`src/shared/iopl_pkg.sv`:
```
// Package for the I/O port latch block: register offsets, field layouts,
// reset values and operation codes.
// Assumes a 32-bit APB with byte addresses, each register one aligned word.
package iopl_pkg;

   localparam int ADDR_W = 8;
   localparam int DATA_W = 32;
   localparam int PORT_W = 8;
   localparam int GP_W   = 8;
   localparam int AN_W   = 8;
   localparam int CK_W   = 4;
   localparam int CHAN_W = 3;
   localparam int ACFG_W = 4;

   // Register byte offsets.
   localparam logic [ADDR_W-1:0] OFF_GP_DATA = 8'h00;
   localparam logic [ADDR_W-1:0] OFF_GP_DIR  = 8'h04;
   localparam logic [ADDR_W-1:0] OFF_GP_PULL = 8'h08;
   localparam logic [ADDR_W-1:0] OFF_AN_DATA = 8'h0C;
   localparam logic [ADDR_W-1:0] OFF_AN_DIR  = 8'h10;
   localparam logic [ADDR_W-1:0] OFF_AN_CFG  = 8'h14;
   localparam logic [ADDR_W-1:0] OFF_AN_CHAN = 8'h18;
   localparam logic [ADDR_W-1:0] OFF_CK_DATA = 8'h1C;
   localparam logic [ADDR_W-1:0] OFF_CK_DIR  = 8'h20;
   localparam logic [ADDR_W-1:0] OFF_CK_PULL = 8'h24;
   localparam logic [ADDR_W-1:0] OFF_CK_MODE = 8'h28;
   localparam logic [ADDR_W-1:0] OFF_RMW     = 8'h2C;
   localparam logic [ADDR_W-1:0] OFF_STATUS  = 8'h30;

   // Reset values; direction 1 means input.
   localparam logic [PORT_W-1:0] LATCH_RST  = 8'h00;
   localparam logic [PORT_W-1:0] DIR_RST    = 8'hFF;
   localparam logic [PORT_W-1:0] PULL_RST   = 8'h00;
   localparam logic [ACFG_W-1:0] ACFG_RST   = 4'h0;
   localparam logic [ACFG_W-1:0] ACFG_MAX   = 4'h8;
   localparam logic [CHAN_W-1:0] CHAN_RST   = 3'h0;
   localparam logic [PORT_W-1:0] CKMODE_RST = 8'h00;

   // Clock pin mode fields.
   localparam int CKM_EXT_MAIN = 7;
   localparam int CKM_OSC_MAIN = 6;
   localparam int CKM_EXT_SUB  = 5;
   localparam int CKM_OSC_SUB  = 4;

   // Oscillator-capable pin positions within the clock port.
   localparam int CK_MAIN_A = 0;
   localparam int CK_MAIN_B = 1;
   localparam int CK_SUB_A  = 2;
   localparam int CK_SUB_B  = 3;

   // Read-modify-write command fields.
   localparam int RMW_BIT_LSB  = 0;
   localparam int RMW_BIT_W    = 3;
   localparam int RMW_OP_LSB   = 4;
   localparam int RMW_OP_W     = 2;
   localparam int RMW_PORT_LSB = 8;
   localparam int RMW_PORT_W   = 2;

   localparam logic [RMW_PORT_W-1:0] PORT_GP = 2'h0;
   localparam logic [RMW_PORT_W-1:0] PORT_AN = 2'h1;
   localparam logic [RMW_PORT_W-1:0] PORT_CK = 2'h2;

   typedef enum logic [RMW_OP_W-1:0] {
      IOPL_OP_NOP = 2'h0,
      IOPL_OP_SET = 2'h1,
      IOPL_OP_CLR = 2'h2,
      IOPL_OP_TGL = 2'h3
   } iopl_op_t;

   // Status bit positions.
   localparam int ST_AN_OUT_CONFLICT = 0;
   localparam int ST_CHAN_DIGITAL    = 1;
   localparam int ST_ACFG_BAD        = 2;

endpackage

```
`src/hw/iopl_sync.sv`:
```
// Two-flop synchroniser for a bundle of pin inputs.
// Assumes each bit is independent; no word coherence is promised.
`timescale 1ns/1ps
module iopl_sync #(
   parameter int W = 8
) (
   // Clock and reset
   input  wire logic         pclk,
   input  wire logic         presetn,
   // Data
   input  wire logic [W-1:0] async_in,
   output logic      [W-1:0] sync_out
);

   logic [W-1:0] meta_r;
   logic [W-1:0] meta_nxt;
   logic [W-1:0] sync_r;
   logic [W-1:0] sync_nxt;

   always_comb begin
      meta_nxt = async_in;
      sync_nxt = meta_r;
   end

   always_ff @(posedge pclk or negedge presetn) begin
      if (!presetn) begin
         meta_r <= '0;
         sync_r <= '0;
      end else begin
         meta_r <= meta_nxt;
         sync_r <= sync_nxt;
      end
   end

   assign sync_out = sync_r;

endmodule

```
`src/hw/iopl_top.sv`:
```
// Port latch, direction and pin control for three ports: a general port with
// alternate functions, an analog-capable port and a four-pin clock port.
// Assumes an APB master on pclk and board pins asynchronous to pclk.
//
// Design decisions made here: the APB interface to the registers and the placing of the registers.
`timescale 1ns/1ps
module iopl_top (
   // Clock and reset
   input  wire logic                           pclk,
   input  wire logic                           presetn,
   // APB slave
   input  wire logic [iopl_pkg::ADDR_W-1:0]    paddr,
   input  wire logic                           psel,
   input  wire logic                           penable,
   input  wire logic                           pwrite,
   input  wire logic [iopl_pkg::DATA_W-1:0]    pwdata,
   output logic      [iopl_pkg::DATA_W-1:0]    prdata,
   output logic                                pready,
   output logic                                pslverr,
   // General port pins and alternate functions
   input  wire logic [iopl_pkg::GP_W-1:0]      gp_pin_in,
   output logic      [iopl_pkg::GP_W-1:0]      gp_pin_out,
   output logic      [iopl_pkg::GP_W-1:0]      gp_pin_oe_n,
   output logic      [iopl_pkg::GP_W-1:0]      gp_pullup_en,
   input  wire logic [iopl_pkg::GP_W-1:0]      gp_alt_out,
   input  wire logic [iopl_pkg::GP_W-1:0]      gp_alt_en,
   output logic      [iopl_pkg::GP_W-1:0]      gp_alt_in,
   // Analog-capable port pins
   input  wire logic [iopl_pkg::AN_W-1:0]      an_pin_in,
   output logic      [iopl_pkg::AN_W-1:0]      an_pin_out,
   output logic      [iopl_pkg::AN_W-1:0]      an_pin_oe_n,
   output logic      [iopl_pkg::AN_W-1:0]      analog_inputs_en,
   // Clock-capable port pins
   input  wire logic [iopl_pkg::CK_W-1:0]      ck_pin_in,
   output logic      [iopl_pkg::CK_W-1:0]      ck_pin_out,
   output logic      [iopl_pkg::CK_W-1:0]      ck_pin_oe_n,
   output logic      [iopl_pkg::CK_W-1:0]      ck_pullup_en,
   output logic                                external_main_clock_input,
   output logic                                external_sub_clock_input,
   output logic                                resonator_main_en,
   output logic                                resonator_sub_en
);

   // Synchronised pin levels.
   logic [iopl_pkg::GP_W-1:0]   gp_in_s;
   logic [iopl_pkg::AN_W-1:0]   an_in_s;
   logic [iopl_pkg::CK_W-1:0]   ck_in_s;

   // Software-visible state.
   logic [iopl_pkg::GP_W-1:0]   gp_latch_r,  gp_latch_nxt;
   logic [iopl_pkg::GP_W-1:0]   gp_dir_r,    gp_dir_nxt;
   logic [iopl_pkg::GP_W-1:0]   gp_pull_r,   gp_pull_nxt;
   logic [iopl_pkg::AN_W-1:0]   an_latch_r,  an_latch_nxt;
   logic [iopl_pkg::AN_W-1:0]   an_dir_r,    an_dir_nxt;
   logic [iopl_pkg::ACFG_W-1:0] acfg_r,      acfg_nxt;
   logic [iopl_pkg::CHAN_W-1:0] chan_r,      chan_nxt;
   logic [iopl_pkg::CK_W-1:0]   ck_latch_r,  ck_latch_nxt;
   logic [iopl_pkg::CK_W-1:0]   ck_dir_r,    ck_dir_nxt;
   logic [iopl_pkg::CK_W-1:0]   ck_pull_r,   ck_pull_nxt;
   logic [iopl_pkg::PORT_W-1:0] ckmode_r,    ckmode_nxt;
   logic                        pready_r,    pready_nxt;
   logic                        pslverr_r,   pslverr_nxt;
   logic [iopl_pkg::DATA_W-1:0] prdata_r,    prdata_nxt;

   // Derived views.
   logic [iopl_pkg::AN_W-1:0]   an_dig;
   logic [iopl_pkg::CK_W-1:0]   ck_special;
   logic [iopl_pkg::PORT_W-1:0] gp_view;
   logic [iopl_pkg::PORT_W-1:0] an_view;
   logic [iopl_pkg::PORT_W-1:0] ck_view;
   logic [iopl_pkg::PORT_W-1:0] status;

   // Registered pin-side outputs.
   logic [iopl_pkg::GP_W-1:0]   gp_out_r,    gp_out_nxt;
   logic [iopl_pkg::GP_W-1:0]   gp_oe_n_r,   gp_oe_n_nxt;
   logic [iopl_pkg::GP_W-1:0]   gp_pu_r,     gp_pu_nxt;
   logic [iopl_pkg::GP_W-1:0]   gp_alt_in_r, gp_alt_in_nxt;
   logic [iopl_pkg::AN_W-1:0]   an_out_r,    an_out_nxt;
   logic [iopl_pkg::AN_W-1:0]   an_oe_n_r,   an_oe_n_nxt;
   logic [iopl_pkg::AN_W-1:0]   an_feed_r,   an_feed_nxt;
   logic [iopl_pkg::CK_W-1:0]   ck_out_r,    ck_out_nxt;
   logic [iopl_pkg::CK_W-1:0]   ck_oe_n_r,   ck_oe_n_nxt;
   logic [iopl_pkg::CK_W-1:0]   ck_pu_r,     ck_pu_nxt;
   logic                        ext_main_r,  ext_main_nxt;
   logic                        ext_sub_r,   ext_sub_nxt;
   logic                        res_main_r,  res_main_nxt;
   logic                        res_sub_r,   res_sub_nxt;

   // Input-mode bits return the pin, output-mode bits return the latch.
   function automatic logic [iopl_pkg::PORT_W-1:0] port_read(
      input logic [iopl_pkg::PORT_W-1:0] latch,
      input logic [iopl_pkg::PORT_W-1:0] dir,
      input logic [iopl_pkg::PORT_W-1:0] pin
   );
      port_read = (dir & pin) | (~dir & latch);
   endfunction

   function automatic logic [iopl_pkg::PORT_W-1:0] bit_op(
      input logic [iopl_pkg::PORT_W-1:0]    v,
      input logic [iopl_pkg::RMW_OP_W-1:0]  op,
      input logic [iopl_pkg::RMW_BIT_W-1:0] b
   );
      logic [iopl_pkg::PORT_W-1:0] m;
      m = iopl_pkg::PORT_W'(1) << b;
      case (iopl_pkg::iopl_op_t'(op))
         iopl_pkg::IOPL_OP_SET: bit_op = v | m;
         iopl_pkg::IOPL_OP_CLR: bit_op = v & ~m;
         iopl_pkg::IOPL_OP_TGL: bit_op = v ^ m;
         default:               bit_op = v;
      endcase
   endfunction

   iopl_sync #(.W(iopl_pkg::GP_W)) u_gp_sync (
      .pclk     (pclk),
      .presetn  (presetn),
      .async_in (gp_pin_in),
      .sync_out (gp_in_s)
   );

   iopl_sync #(.W(iopl_pkg::AN_W)) u_an_sync (
      .pclk     (pclk),
      .presetn  (presetn),
      .async_in (an_pin_in),
      .sync_out (an_in_s)
   );

   iopl_sync #(.W(iopl_pkg::CK_W)) u_ck_sync (
      .pclk     (pclk),
      .presetn  (presetn),
      .async_in (ck_pin_in),
      .sync_out (ck_in_s)
   );

   // Pin configuration views shared by reads, bit operations and pin drive.
   always_comb begin
      for (int i = 0; i < iopl_pkg::AN_W; i++) begin
         // Codes above the last legal one count as all-digital, which keeps analog off.
         an_dig[i] = (iopl_pkg::ACFG_W'(i) < acfg_r) || (acfg_r >= iopl_pkg::ACFG_MAX);
      end
      ck_special = '0;
      ck_special[iopl_pkg::CK_MAIN_A] = ckmode_r[iopl_pkg::CKM_OSC_MAIN]
                                        & ~ckmode_r[iopl_pkg::CKM_EXT_MAIN];
      ck_special[iopl_pkg::CK_MAIN_B] = ckmode_r[iopl_pkg::CKM_OSC_MAIN];
      ck_special[iopl_pkg::CK_SUB_A]  = ckmode_r[iopl_pkg::CKM_OSC_SUB]
                                        & ~ckmode_r[iopl_pkg::CKM_EXT_SUB];
      ck_special[iopl_pkg::CK_SUB_B]  = ckmode_r[iopl_pkg::CKM_OSC_SUB];
      gp_view = port_read(gp_latch_r, gp_dir_r, gp_in_s);
      // Analog-selected pins have no digital input buffer; in input mode they read as 0.
      an_view = port_read(an_latch_r, an_dir_r, an_in_s & an_dig);
      ck_view = port_read(iopl_pkg::PORT_W'(ck_latch_r), iopl_pkg::PORT_W'(ck_dir_r),
                          iopl_pkg::PORT_W'(ck_in_s & ~ck_special));
      status = '0;
      status[iopl_pkg::ST_AN_OUT_CONFLICT] = |(~an_dig & ~an_dir_r);
      status[iopl_pkg::ST_CHAN_DIGITAL]    = an_dig[chan_r];
      status[iopl_pkg::ST_ACFG_BAD]        = acfg_r > iopl_pkg::ACFG_MAX;
   end

   // APB slave and register file.
   always_comb begin
      logic                                setup;
      logic                                wr;
      logic [iopl_pkg::RMW_PORT_W-1:0]     rport;
      logic [iopl_pkg::RMW_OP_W-1:0]       rop;
      logic [iopl_pkg::RMW_BIT_W-1:0]      rbit;
      setup = psel & ~penable;
      wr    = psel & penable & pready_r & pwrite;
      rport = pwdata[iopl_pkg::RMW_PORT_LSB +: iopl_pkg::RMW_PORT_W];
      rop   = pwdata[iopl_pkg::RMW_OP_LSB +: iopl_pkg::RMW_OP_W];
      rbit  = pwdata[iopl_pkg::RMW_BIT_LSB +: iopl_pkg::RMW_BIT_W];
      gp_latch_nxt = gp_latch_r;
      gp_dir_nxt   = gp_dir_r;
      gp_pull_nxt  = gp_pull_r;
      an_latch_nxt = an_latch_r;
      an_dir_nxt   = an_dir_r;
      acfg_nxt     = acfg_r;
      chan_nxt     = chan_r;
      ck_latch_nxt = ck_latch_r;
      ck_dir_nxt   = ck_dir_r;
      ck_pull_nxt  = ck_pull_r;
      ckmode_nxt   = ckmode_r;
      pready_nxt   = setup;
      pslverr_nxt  = 1'b0;
      prdata_nxt   = '0;
      if (setup) begin
         if (paddr == iopl_pkg::OFF_GP_DATA) begin
            prdata_nxt = iopl_pkg::DATA_W'(gp_view);
         end else if (paddr == iopl_pkg::OFF_GP_DIR) begin
            prdata_nxt = iopl_pkg::DATA_W'(gp_dir_r);
         end else if (paddr == iopl_pkg::OFF_GP_PULL) begin
            prdata_nxt = iopl_pkg::DATA_W'(gp_pull_r);
         end else if (paddr == iopl_pkg::OFF_AN_DATA) begin
            prdata_nxt = iopl_pkg::DATA_W'(an_view);
         end else if (paddr == iopl_pkg::OFF_AN_DIR) begin
            prdata_nxt = iopl_pkg::DATA_W'(an_dir_r);
         end else if (paddr == iopl_pkg::OFF_AN_CFG) begin
            prdata_nxt = iopl_pkg::DATA_W'(acfg_r);
         end else if (paddr == iopl_pkg::OFF_AN_CHAN) begin
            prdata_nxt = iopl_pkg::DATA_W'(chan_r);
         end else if (paddr == iopl_pkg::OFF_CK_DATA) begin
            prdata_nxt = iopl_pkg::DATA_W'(ck_view);
         end else if (paddr == iopl_pkg::OFF_CK_DIR) begin
            prdata_nxt = iopl_pkg::DATA_W'(ck_dir_r);
         end else if (paddr == iopl_pkg::OFF_CK_PULL) begin
            prdata_nxt = iopl_pkg::DATA_W'(ck_pull_r);
         end else if (paddr == iopl_pkg::OFF_CK_MODE) begin
            prdata_nxt = iopl_pkg::DATA_W'(ckmode_r);
         end else if (paddr == iopl_pkg::OFF_RMW) begin
            prdata_nxt = '0;
         end else if (paddr == iopl_pkg::OFF_STATUS) begin
            prdata_nxt = iopl_pkg::DATA_W'(status);
         end else begin
            pslverr_nxt = 1'b1;
         end
      end
      if (wr) begin
         if (paddr == iopl_pkg::OFF_GP_DATA) begin
            gp_latch_nxt = pwdata[iopl_pkg::GP_W-1:0];
         end else if (paddr == iopl_pkg::OFF_GP_DIR) begin
            gp_dir_nxt = pwdata[iopl_pkg::GP_W-1:0];
         end else if (paddr == iopl_pkg::OFF_GP_PULL) begin
            gp_pull_nxt = pwdata[iopl_pkg::GP_W-1:0];
         end else if (paddr == iopl_pkg::OFF_AN_DATA) begin
            an_latch_nxt = pwdata[iopl_pkg::AN_W-1:0];
         end else if (paddr == iopl_pkg::OFF_AN_DIR) begin
            an_dir_nxt = pwdata[iopl_pkg::AN_W-1:0];
         end else if (paddr == iopl_pkg::OFF_AN_CFG) begin
            acfg_nxt = pwdata[iopl_pkg::ACFG_W-1:0];
         end else if (paddr == iopl_pkg::OFF_AN_CHAN) begin
            chan_nxt = pwdata[iopl_pkg::CHAN_W-1:0];
         end else if (paddr == iopl_pkg::OFF_CK_DATA) begin
            ck_latch_nxt = pwdata[iopl_pkg::CK_W-1:0];
         end else if (paddr == iopl_pkg::OFF_CK_DIR) begin
            ck_dir_nxt = pwdata[iopl_pkg::CK_W-1:0];
         end else if (paddr == iopl_pkg::OFF_CK_PULL) begin
            ck_pull_nxt = pwdata[iopl_pkg::CK_W-1:0];
         end else if (paddr == iopl_pkg::OFF_CK_MODE) begin
            ckmode_nxt = pwdata[iopl_pkg::PORT_W-1:0];
         end else if (paddr == iopl_pkg::OFF_RMW) begin
            // The whole port is read and rewritten, so input-mode latch bits
            // pick up the level the port reads back (0 for analog- or clock-selected pins), not their old latch value.
            if (rport == iopl_pkg::PORT_GP) begin
               gp_latch_nxt = bit_op(gp_view, rop, rbit);
            end else if (rport == iopl_pkg::PORT_AN) begin
               an_latch_nxt = bit_op(an_view, rop, rbit);
            end else if (rport == iopl_pkg::PORT_CK) begin
               ck_latch_nxt = iopl_pkg::CK_W'(bit_op(ck_view, rop, rbit));
            end
         end
      end
   end

   always_ff @(posedge pclk or negedge presetn) begin
      if (!presetn) begin
         gp_latch_r <= iopl_pkg::LATCH_RST;
         gp_dir_r   <= iopl_pkg::DIR_RST;
         gp_pull_r  <= iopl_pkg::PULL_RST;
         an_latch_r <= iopl_pkg::LATCH_RST;
         an_dir_r   <= iopl_pkg::DIR_RST;
         acfg_r     <= iopl_pkg::ACFG_RST;
         chan_r     <= iopl_pkg::CHAN_RST;
         ck_latch_r <= iopl_pkg::CK_W'(iopl_pkg::LATCH_RST);
         ck_dir_r   <= iopl_pkg::CK_W'(iopl_pkg::DIR_RST);
         ck_pull_r  <= iopl_pkg::CK_W'(iopl_pkg::PULL_RST);
         ckmode_r   <= iopl_pkg::CKMODE_RST;
         pready_r   <= 1'b0;
         pslverr_r  <= 1'b0;
         prdata_r   <= '0;
      end else begin
         gp_latch_r <= gp_latch_nxt;
         gp_dir_r   <= gp_dir_nxt;
         gp_pull_r  <= gp_pull_nxt;
         an_latch_r <= an_latch_nxt;
         an_dir_r   <= an_dir_nxt;
         acfg_r     <= acfg_nxt;
         chan_r     <= chan_nxt;
         ck_latch_r <= ck_latch_nxt;
         ck_dir_r   <= ck_dir_nxt;
         ck_pull_r  <= ck_pull_nxt;
         ckmode_r   <= ckmode_nxt;
         pready_r   <= pready_nxt;
         pslverr_r  <= pslverr_nxt;
         prdata_r   <= prdata_nxt;
      end
   end

   // Pin drive. An active alternate output replaces the latch; the latch
   // values software must preset for alternate use then only matter while
   // the peripheral is idle and gp_alt_en is low.
   always_comb begin
      gp_out_nxt    = (gp_alt_en & gp_alt_out) | (~gp_alt_en & gp_latch_r);
      gp_oe_n_nxt   = gp_dir_r;
      gp_pu_nxt     = gp_pull_r & gp_dir_r & ~gp_alt_en;
      gp_alt_in_nxt = gp_in_s;
      an_out_nxt    = an_latch_r;
      // An analog-selected pin is never driven, even when its direction says output.
      an_oe_n_nxt   = an_dir_r | ~an_dig;
      for (int i = 0; i < iopl_pkg::AN_W; i++) begin
         an_feed_nxt[i] = ~an_dig[i] & an_dir_r[i] & (chan_r == iopl_pkg::CHAN_W'(i));
      end
      ck_out_nxt    = ck_latch_r;
      ck_oe_n_nxt   = ck_dir_r | ck_special;
      ck_pu_nxt     = ck_pull_r & ck_dir_r & ~ck_special;
      ext_main_nxt  = ckmode_r[iopl_pkg::CKM_OSC_MAIN] & ckmode_r[iopl_pkg::CKM_EXT_MAIN];
      ext_sub_nxt   = ckmode_r[iopl_pkg::CKM_OSC_SUB] & ckmode_r[iopl_pkg::CKM_EXT_SUB];
      res_main_nxt  = ckmode_r[iopl_pkg::CKM_OSC_MAIN] & ~ckmode_r[iopl_pkg::CKM_EXT_MAIN];
      res_sub_nxt   = ckmode_r[iopl_pkg::CKM_OSC_SUB] & ~ckmode_r[iopl_pkg::CKM_EXT_SUB];
   end

   always_ff @(posedge pclk or negedge presetn) begin
      if (!presetn) begin
         gp_out_r    <= '0;
         gp_oe_n_r   <= '1;
         gp_pu_r     <= '0;
         gp_alt_in_r <= '0;
         an_out_r    <= '0;
         an_oe_n_r   <= '1;
         an_feed_r   <= '0;
         ck_out_r    <= '0;
         ck_oe_n_r   <= '1;
         ck_pu_r     <= '0;
         ext_main_r  <= 1'b0;
         ext_sub_r   <= 1'b0;
         res_main_r  <= 1'b0;
         res_sub_r   <= 1'b0;
      end else begin
         gp_out_r    <= gp_out_nxt;
         gp_oe_n_r   <= gp_oe_n_nxt;
         gp_pu_r     <= gp_pu_nxt;
         gp_alt_in_r <= gp_alt_in_nxt;
         an_out_r    <= an_out_nxt;
         an_oe_n_r   <= an_oe_n_nxt;
         an_feed_r   <= an_feed_nxt;
         ck_out_r    <= ck_out_nxt;
         ck_oe_n_r   <= ck_oe_n_nxt;
         ck_pu_r     <= ck_pu_nxt;
         ext_main_r  <= ext_main_nxt;
         ext_sub_r   <= ext_sub_nxt;
         res_main_r  <= res_main_nxt;
         res_sub_r   <= res_sub_nxt;
      end
   end

   assign prdata                    = prdata_r;
   assign pready                    = pready_r;
   assign pslverr                   = pslverr_r;
   assign gp_pin_out                = gp_out_r;
   assign gp_pin_oe_n               = gp_oe_n_r;
   assign gp_pullup_en              = gp_pu_r;
   assign gp_alt_in                 = gp_alt_in_r;
   assign an_pin_out                = an_out_r;
   assign an_pin_oe_n               = an_oe_n_r;
   assign analog_inputs_en          = an_feed_r;
   assign ck_pin_out                = ck_out_r;
   assign ck_pin_oe_n               = ck_oe_n_r;
   assign ck_pullup_en              = ck_pu_r;
   assign external_main_clock_input = ext_main_r;
   assign external_sub_clock_input  = ext_sub_r;
   assign resonator_main_en         = res_main_r;
   assign resonator_sub_en          = res_sub_r;

endmodule

```
`config.mk`:
```
export PLATFORM = sky130hd
export DESIGN_NAME = iopl_top
export DESIGN_NICKNAME = d
export VERILOG_FILES = /design/src/shared/iopl_pkg.sv /design/src/hw/iopl_sync.sv /design/src/hw/iopl_top.sv
export SDC_FILE = /design/constraint.sdc
export NUM_CORES = 1
export LEC_CHECK = 0
export BUFFER_PORTS_ARGS = -buffer_cell sky130_fd_sc_hd__buf_2
export CORE_MARGIN = 3
export CORE_UTILIZATION = 38
export CTS_CLUSTER_DIAMETER = 60
export DETAILED_ROUTE_END_ITERATION = 8
export PLACE_DENSITY_LB_ADDON = 0.1
export SKIP_CTS_REPAIR_TIMING = 1
export SLEW_MARGIN = 10
export SYNTH_ARGS = -nofsm -noshare
export SYNTH_HDL_FRONTEND = slang
export SYNTH_SLANG_ARGS = --single-unit
```
`constraint.sdc`:
```
create_clock -name pclk -period 2.4 [get_ports pclk]
set_input_delay 0.36 -clock pclk [delete_from_list [all_inputs] [get_ports pclk]]
set_output_delay 0.36 -clock pclk [all_outputs]
set_load 0.05 [all_outputs]
```
After elaboration in Yosys (flattened, before gate mapping):

Cells that the tools add are included.

* $lt $le $gt $ge: 11
* eq/ne operators: 47
* shifts and indexed selects: 1
* multiplexer cells: 65
* bitwise gates (word level): 83
* reductions and logical operators: 29

Operator list (count)
* 8-bit two-way mux: 35
* 8-bit AND: 12
* 8-bit OR: 7
* 8-bit case mux with 3 select lines: 2
* 2-bit != test (second input constant): 23
* 8-bit by 6-bit equality test with 1-bit output (second input constant): 5
* 8-bit NOT: 5
* 8-bit by 5-bit equality test with 1-bit output (second input constant): 4
* 32-bit two-way mux: 1
* 4-bit two-way mux: 8
* 1-bit AND: 24
* 1-bit NOT: 21
* 4-bit by 8-bit AND with 8-bit output: 2
* 8-bit by 4-bit equality test with 1-bit output (second input constant): 2
* 3-bit by 4-bit less-than comparator with 1-bit output (first input constant): 4
* 4-bit NOT with 8-bit output: 2
* 8-bit bitwise XOR: 2
* 1-bit two-way mux: 15
* 15-bit AND reduction: 1
* 14-bit AND reduction: 1
* 13-bit AND reduction: 1
* 4-bit AND: 3
* 3-bit equality test (second input constant): 4
* 4-bit case mux with 3 select lines: 1
* other kinds (31): 51

* register bits after elaboration: 213
* input port bits: 81
* output and inout port bits: 106
* logic and storage cells: 270

Logic depth before layout (Yosys ltp):

* word-level depth: 19
* depth in mapped cells: 10
* gate-level depth less buffers: 10

By module:

From an unflattened synthesis, not the netlist that was laid out.

* cells, all modules: 833
* area, all modules: 9147.5 um^2

Modules (own cells, without submodules)
* iopl_top: instances 1, cells each 793, area each 8146.6 um^2
* iopl_sync at u_an_sync ...: instances 2, cells each 16, area each 400.4 um^2
* iopl_sync at u_ck_sync: instances 1, cells each 8, area each 200.2 um^2

Least setup slack after synthesis:

OpenSTA, ideal clock, no wires.

* path kind: input to register
* from: in pwdata[1] (netlist bit)
* to: reg ck_latch_r[3] (netlist bit)
* arrival: 2.355 ns
* required time: 2.275 ns
* slack: -0.080 ns
* cell stages on the path: 7
* buffers on the path: 2
* cell sequence: clkbuf_1 clkbuf_1 nand3b_1 ha_1 mux4_2 mux2_2 mux2_2

* word-level cells in the longest chain between the ends: 12

RTL lines
* start, declared: RTL line iopl_top.sv:16 `input wire logic [iopl_pkg::DATA_W-1:0] pwdata,`
* 1-bit by 3-bit << shifter with 8-bit output *: RTL line iopl_top.sv:104 `m = iopl_pkg::PORT_W'(1) << b;`
* 8-bit NOT: RTL line iopl_top.sv:107 `iopl_pkg::IOPL_OP_CLR: bit_op = v & ~m;`
* 4-bit AND: RTL line iopl_top.sv:107
* 4-bit case mux with 3 select lines *: RTL line iopl_top.sv:105 `case (iopl_pkg::iopl_op_t'(op))`
* 4-bit two-way mux *: RTL line iopl_top.sv:245 `end else if (rport == iopl_pkg::PORT_CK) begin`
* 4-bit two-way mux *: RTL line iopl_top.sv:243 `end else if (rport == iopl_pkg::PORT_AN) begin`
* 4-bit two-way mux *: RTL line iopl_top.sv:241 `if (rport == iopl_pkg::PORT_GP) begin`
* 4-bit two-way mux *: RTL line iopl_top.sv:238 `end else if (paddr == iopl_pkg::OFF_RMW) begin`
* 4-bit two-way mux *: RTL line iopl_top.sv:236 `end else if (paddr == iopl_pkg::OFF_CK_MODE) begin`
* 4-bit two-way mux *: RTL line iopl_top.sv:234 `end else if (paddr == iopl_pkg::OFF_CK_PULL) begin`
* 4-bit two-way mux *: RTL line iopl_top.sv:232 `end else if (paddr == iopl_pkg::OFF_CK_DIR) begin`
* 4-bit two-way mux *: RTL line iopl_top.sv:230 `end else if (paddr == iopl_pkg::OFF_CK_DATA) begin`
* end signal, assigned: RTL line iopl_top.sv:261 `ck_latch_r <= iopl_pkg::CK_W'(iopl_pkg::LATCH_RST);`
* end signal, assigned: RTL line iopl_top.sv:276 `ck_latch_r <= ck_latch_nxt;`
* end, declared: RTL line iopl_top.sv:57 `logic [iopl_pkg::CK_W-1:0] ck_latch_r, ck_latch_nxt;`

Mark *: on every way between the ends. The rest lies on a longest branch, timed or not. The select of a mux whose other input is x is not followed.
A chain may end at the register's enable or synchronous reset.

Worst setup path in the final report:

* from: reg acfg_r[2] (netlist bit)
* to: reg an_latch_r[1] (netlist bit)

* word-level cells in the longest chain between the ends: 18

RTL lines
* start, declared: RTL line iopl_top.sv:55 `logic [iopl_pkg::ACFG_W-1:0] acfg_r, acfg_nxt;`
* start signal, assigned: RTL line iopl_top.sv:259 `acfg_r <= iopl_pkg::ACFG_RST;`
* start signal, assigned: RTL line iopl_top.sv:274 `acfg_r <= acfg_nxt;`
* 1-bit by 4-bit less-than comparator with 1-bit output / 4-bit greater-or-equal comparator (equally long branches): RTL line iopl_top.sv:138 `an_dig[i] = (iopl_pkg::ACFG_W'(i) < acfg_r) || (acfg_r >= iopl_pkg::ACFG_MAX);`
* 1-bit logical OR *: RTL line iopl_top.sv:138
* 8-bit AND *: RTL line iopl_top.sv:149 `an_view = port_read(an_latch_r, an_dir_r, an_in_s & an_dig);`
* 8-bit AND *: RTL line iopl_top.sv:95 `port_read = (dir & pin) | (~dir & latch);`
* 8-bit OR *: RTL line iopl_top.sv:95
* 8-bit bitwise XOR, or another cell as far along: RTL line iopl_top.sv:108 `iopl_pkg::IOPL_OP_TGL: bit_op = v ^ m;`
* 8-bit case mux with 3 select lines *: RTL line iopl_top.sv:105
* 8-bit two-way mux *: RTL line iopl_top.sv:243
* [... 2 more ...]
* 8-bit two-way mux *: RTL line iopl_top.sv:236
* 8-bit two-way mux *: RTL line iopl_top.sv:234
* 8-bit two-way mux *: RTL line iopl_top.sv:232
* 8-bit two-way mux *: RTL line iopl_top.sv:230
* 8-bit two-way mux *: RTL line iopl_top.sv:228 `end else if (paddr == iopl_pkg::OFF_AN_CHAN) begin`
* 8-bit two-way mux *: RTL line iopl_top.sv:226 `end else if (paddr == iopl_pkg::OFF_AN_CFG) begin`
* 8-bit two-way mux *: RTL line iopl_top.sv:224 `end else if (paddr == iopl_pkg::OFF_AN_DIR) begin`
* 8-bit two-way mux *: RTL line iopl_top.sv:222 `end else if (paddr == iopl_pkg::OFF_AN_DATA) begin`
* end signal, assigned: RTL line iopl_top.sv:257 `an_latch_r <= iopl_pkg::LATCH_RST;`
* end signal, assigned: RTL line iopl_top.sv:272 `an_latch_r <= an_latch_nxt;`
* end, declared: RTL line iopl_top.sv:53 `logic [iopl_pkg::AN_W-1:0] an_latch_r, an_latch_nxt;`

Marks and branches as above.

==> impl_metrics.json <==
{
  "status": "completed",
  "grt_pass1_vias": 6717,
  "post-route-period-util": 0.963,
  "start_util": 0.391,
  "drt_iter0_markers": 482,
  "pin_count": 187,
  "pre_cts_slack_ns": 0.0115,
  "rsz0062_at_grt": "no",
  "slew_headroom": 0.478,
  "synthFlopType": "dfrtp_1",
  "worst_slew_pin_slew_ns": 0.783,
  "antenna_found_initial": 1,
  "hold_ws_ns": 0.0276,
  "grt_max_degree": 61,
  "nets": 1132,
  "setup_viol": 0,
  "numCtsBuffers": 17,
  "grt_pass1_wl_um": 40400,
  "synth-edff-count": 0,
  "worstSetupPathType": "reg2reg",
  "hold_violations": 0,
  "synth_cells": 821,
  "finalCoreUtilization": 0.481,
  "synth.most_common_cell": "dfrtp_1",
  "drc": 0,
  "synth_seq_cells": 189,
  "crit_buf_inv": 1,
  "vias": 6828,
  "ctsLongestPathBuffers": 2,
  "die_area_um2": 26300,
  "routed_wl_um": 26300,
  "rows": 56,
  "synth.distinct_cells": 71,
  "ys_warn_count": 0,
  "arrival_ns": 2.63,
  "antenna_cells": 0,
  "path_cells": "or3_1 > a31o_2 > inv_1 > ha_1 > nand2_1 > o21ai_0 > a21oi_1 > o21ai_0 > a22o_1",
  "crit_top_cell": "o21ai_0",
  "crit_fanout": 5,
  "antenna_left": 0,
  "wl_per_cell_um": 19.5,
  "syn_area_um2": 9260,
  "max_freq_mhz": 433,
  "path_clk_slew_ns": 0.08,
  "synth_top_area_share": 0.403,
  "ys_top_cells_by_area": "dfrtp_1 (40%), dfstp_2 (11%), mux2_2 (7.8%)",
  "io_buffer_count": 140,
  "cts_sinks": 189,
  "yosysTopAreaCell": "dfrtp_1",
  "fillers": 2279,
  "firstDrtPassIters": 5,
  "syn2layout_area_growth_pct": 23.0,
  "design.core.area_um2": 23700,
  "cp_top_family": "compound AO/OA/AOI/OAI gates",
  "tns_ns": 0,
  "placed_cell_area_um2": 10700,
  "p_leak_uw": 0.00555,
  "crit_slowest_cell": "dfrtp_1",
  "grt_overflow_total": 0,
  "cp-end-kind": "flop",
  "fin_area_um2": 11400,
  "max-vdd-ir-drop_v": 0.000482,
  "grtUsageTotal": 0.202,
  "required_ns": 2.72,
  "die_y_um": 162,
  "max_stage_delay_ns": 0.43,
  "fin_skew_ns": 0.0105,
  "post_synth.cell_area_avg_um2": 11.3,
  "hold_path_class": "in2reg",
  "gp_congestion": 0.932,
  "cap_violations": 0,
  "drive_above_1_share": 0.381,
  "root_buffer": "clkbuf_16",
  "htreeDepth": 4,
  "finalCriticalPeriod_ns": 2.31,
  "vias_per_cell": 5.08,
  "power_density_nw_per_um2": 614,
  "clk_latency_ns": 0.43,
  "tritoncts": "yes",
  "chipWidth_um": 162,
  "start_kind": "flop",
  "dp_hpwl_um": 19700,
  "yosysSeqAreaShare": 0.516,
  "finalMaxSlewViolations": 0,
  "fin_ws_ns": 0.0882,
  "async_flop_share": 1.00,
  "synth_common_cells": "dfrtp_1 (149), mux2_2 (64), nand2_1 (59), o21ai_0 (58), inv_1 (52)"
}
==> worst paths after layout <==
path,start,end,slack [ns],cells after the start
max,acfg_r[2],an_latch_r[1],0.09,9
min,gp_pin_in[1],u_gp_sync.meta_r[1],0.03,1
max reg2reg,acfg_r[2],an_latch_r[1],0.09,9
min reg2reg,u_an_sync.meta_r[7],u_an_sync.sync_out[7],0.34,0
max in group asynchronous,presetn,ck_dir_r[2],1.18,3
min in group asynchronous,presetn,gp_pin_out[5],0.45,2
==> routing by layer <==
metal / wire length, um / track usage / vias up
met3: 1390 / 0.0342 / 32
met5: 13 / 0 / -
li1: - / - / 3227
met1: 12000 / 0.284 / 3377
met4: 454 / 0.0558 / 2
met2: 12400 / 0.325 / 190
==> cell type report <==
type / count / area, um^2 / share of cell area
repair buffers: 219 / 1340 / 0.118
clock buffers: 17 / 425 / 0.0373
well taps: 319 / 399 / 0.0350
inverters: 52 / 195 / 0.0171
clock inverters: 15 / 228 / 0.0200
multi-input cells: 532 / 4030 / 0.353
flip-flops and latches: 189 / 4780 / 0.419
==> placed cells by master, fill, tap and decap left out, drive strengths merged, types with 8 or more instances in the layout <==
cell,netlist,routed
clkbuf,35,18
nor2b,12,12
o22ai,9,9
mux2i,21,21
nor3,10,10
mux2,64,64
nand2b,18,18
o21ai,58,58
nand3,13,13
buf,36,217
dfrtp,149,149
ha,40,40
nand2,59,59
inv,52,58
conb,1,24
dfstp,40,40
mux4,10,10
a22o,8,8
nor2,41,41
a21oi,21,21
a31oi,10,10
==> power by group <==
part / switching, uW / total (uW) / internal (uW)
combinational: 442 / 620 / 179
sequential: 21.2 / 3270 / 3250
clock: 1320 / 3110 / 1790
==> stage by stage <==
| step | power, uW | std cells |
|---|---|---|
| 6_report | 6990 | 1343 |
| 5_1_grt | 7280 | 1343 |
| 4_1_cts | 7080 | 1342 |
| 3_5_place_dp | 3950 | 1310 |
| 3_3_place_gp | 3950 | 1310 |
| 2_1_floorplan | 3710 | 844 |
==> cell families after synthesis <==
kind of cell | after synthesis | share of synthesized area
compound gates | 160 | 0.115
fa+ha+maj | 42 | 0.0562
buf+inv | 123 | 0.0608
flops | 189 | 0.516
mux | 95 | 0.125
other cells | 1 | 0.000405
simple gates | 211 | 0.126
(Power assumes the default switching activity.)
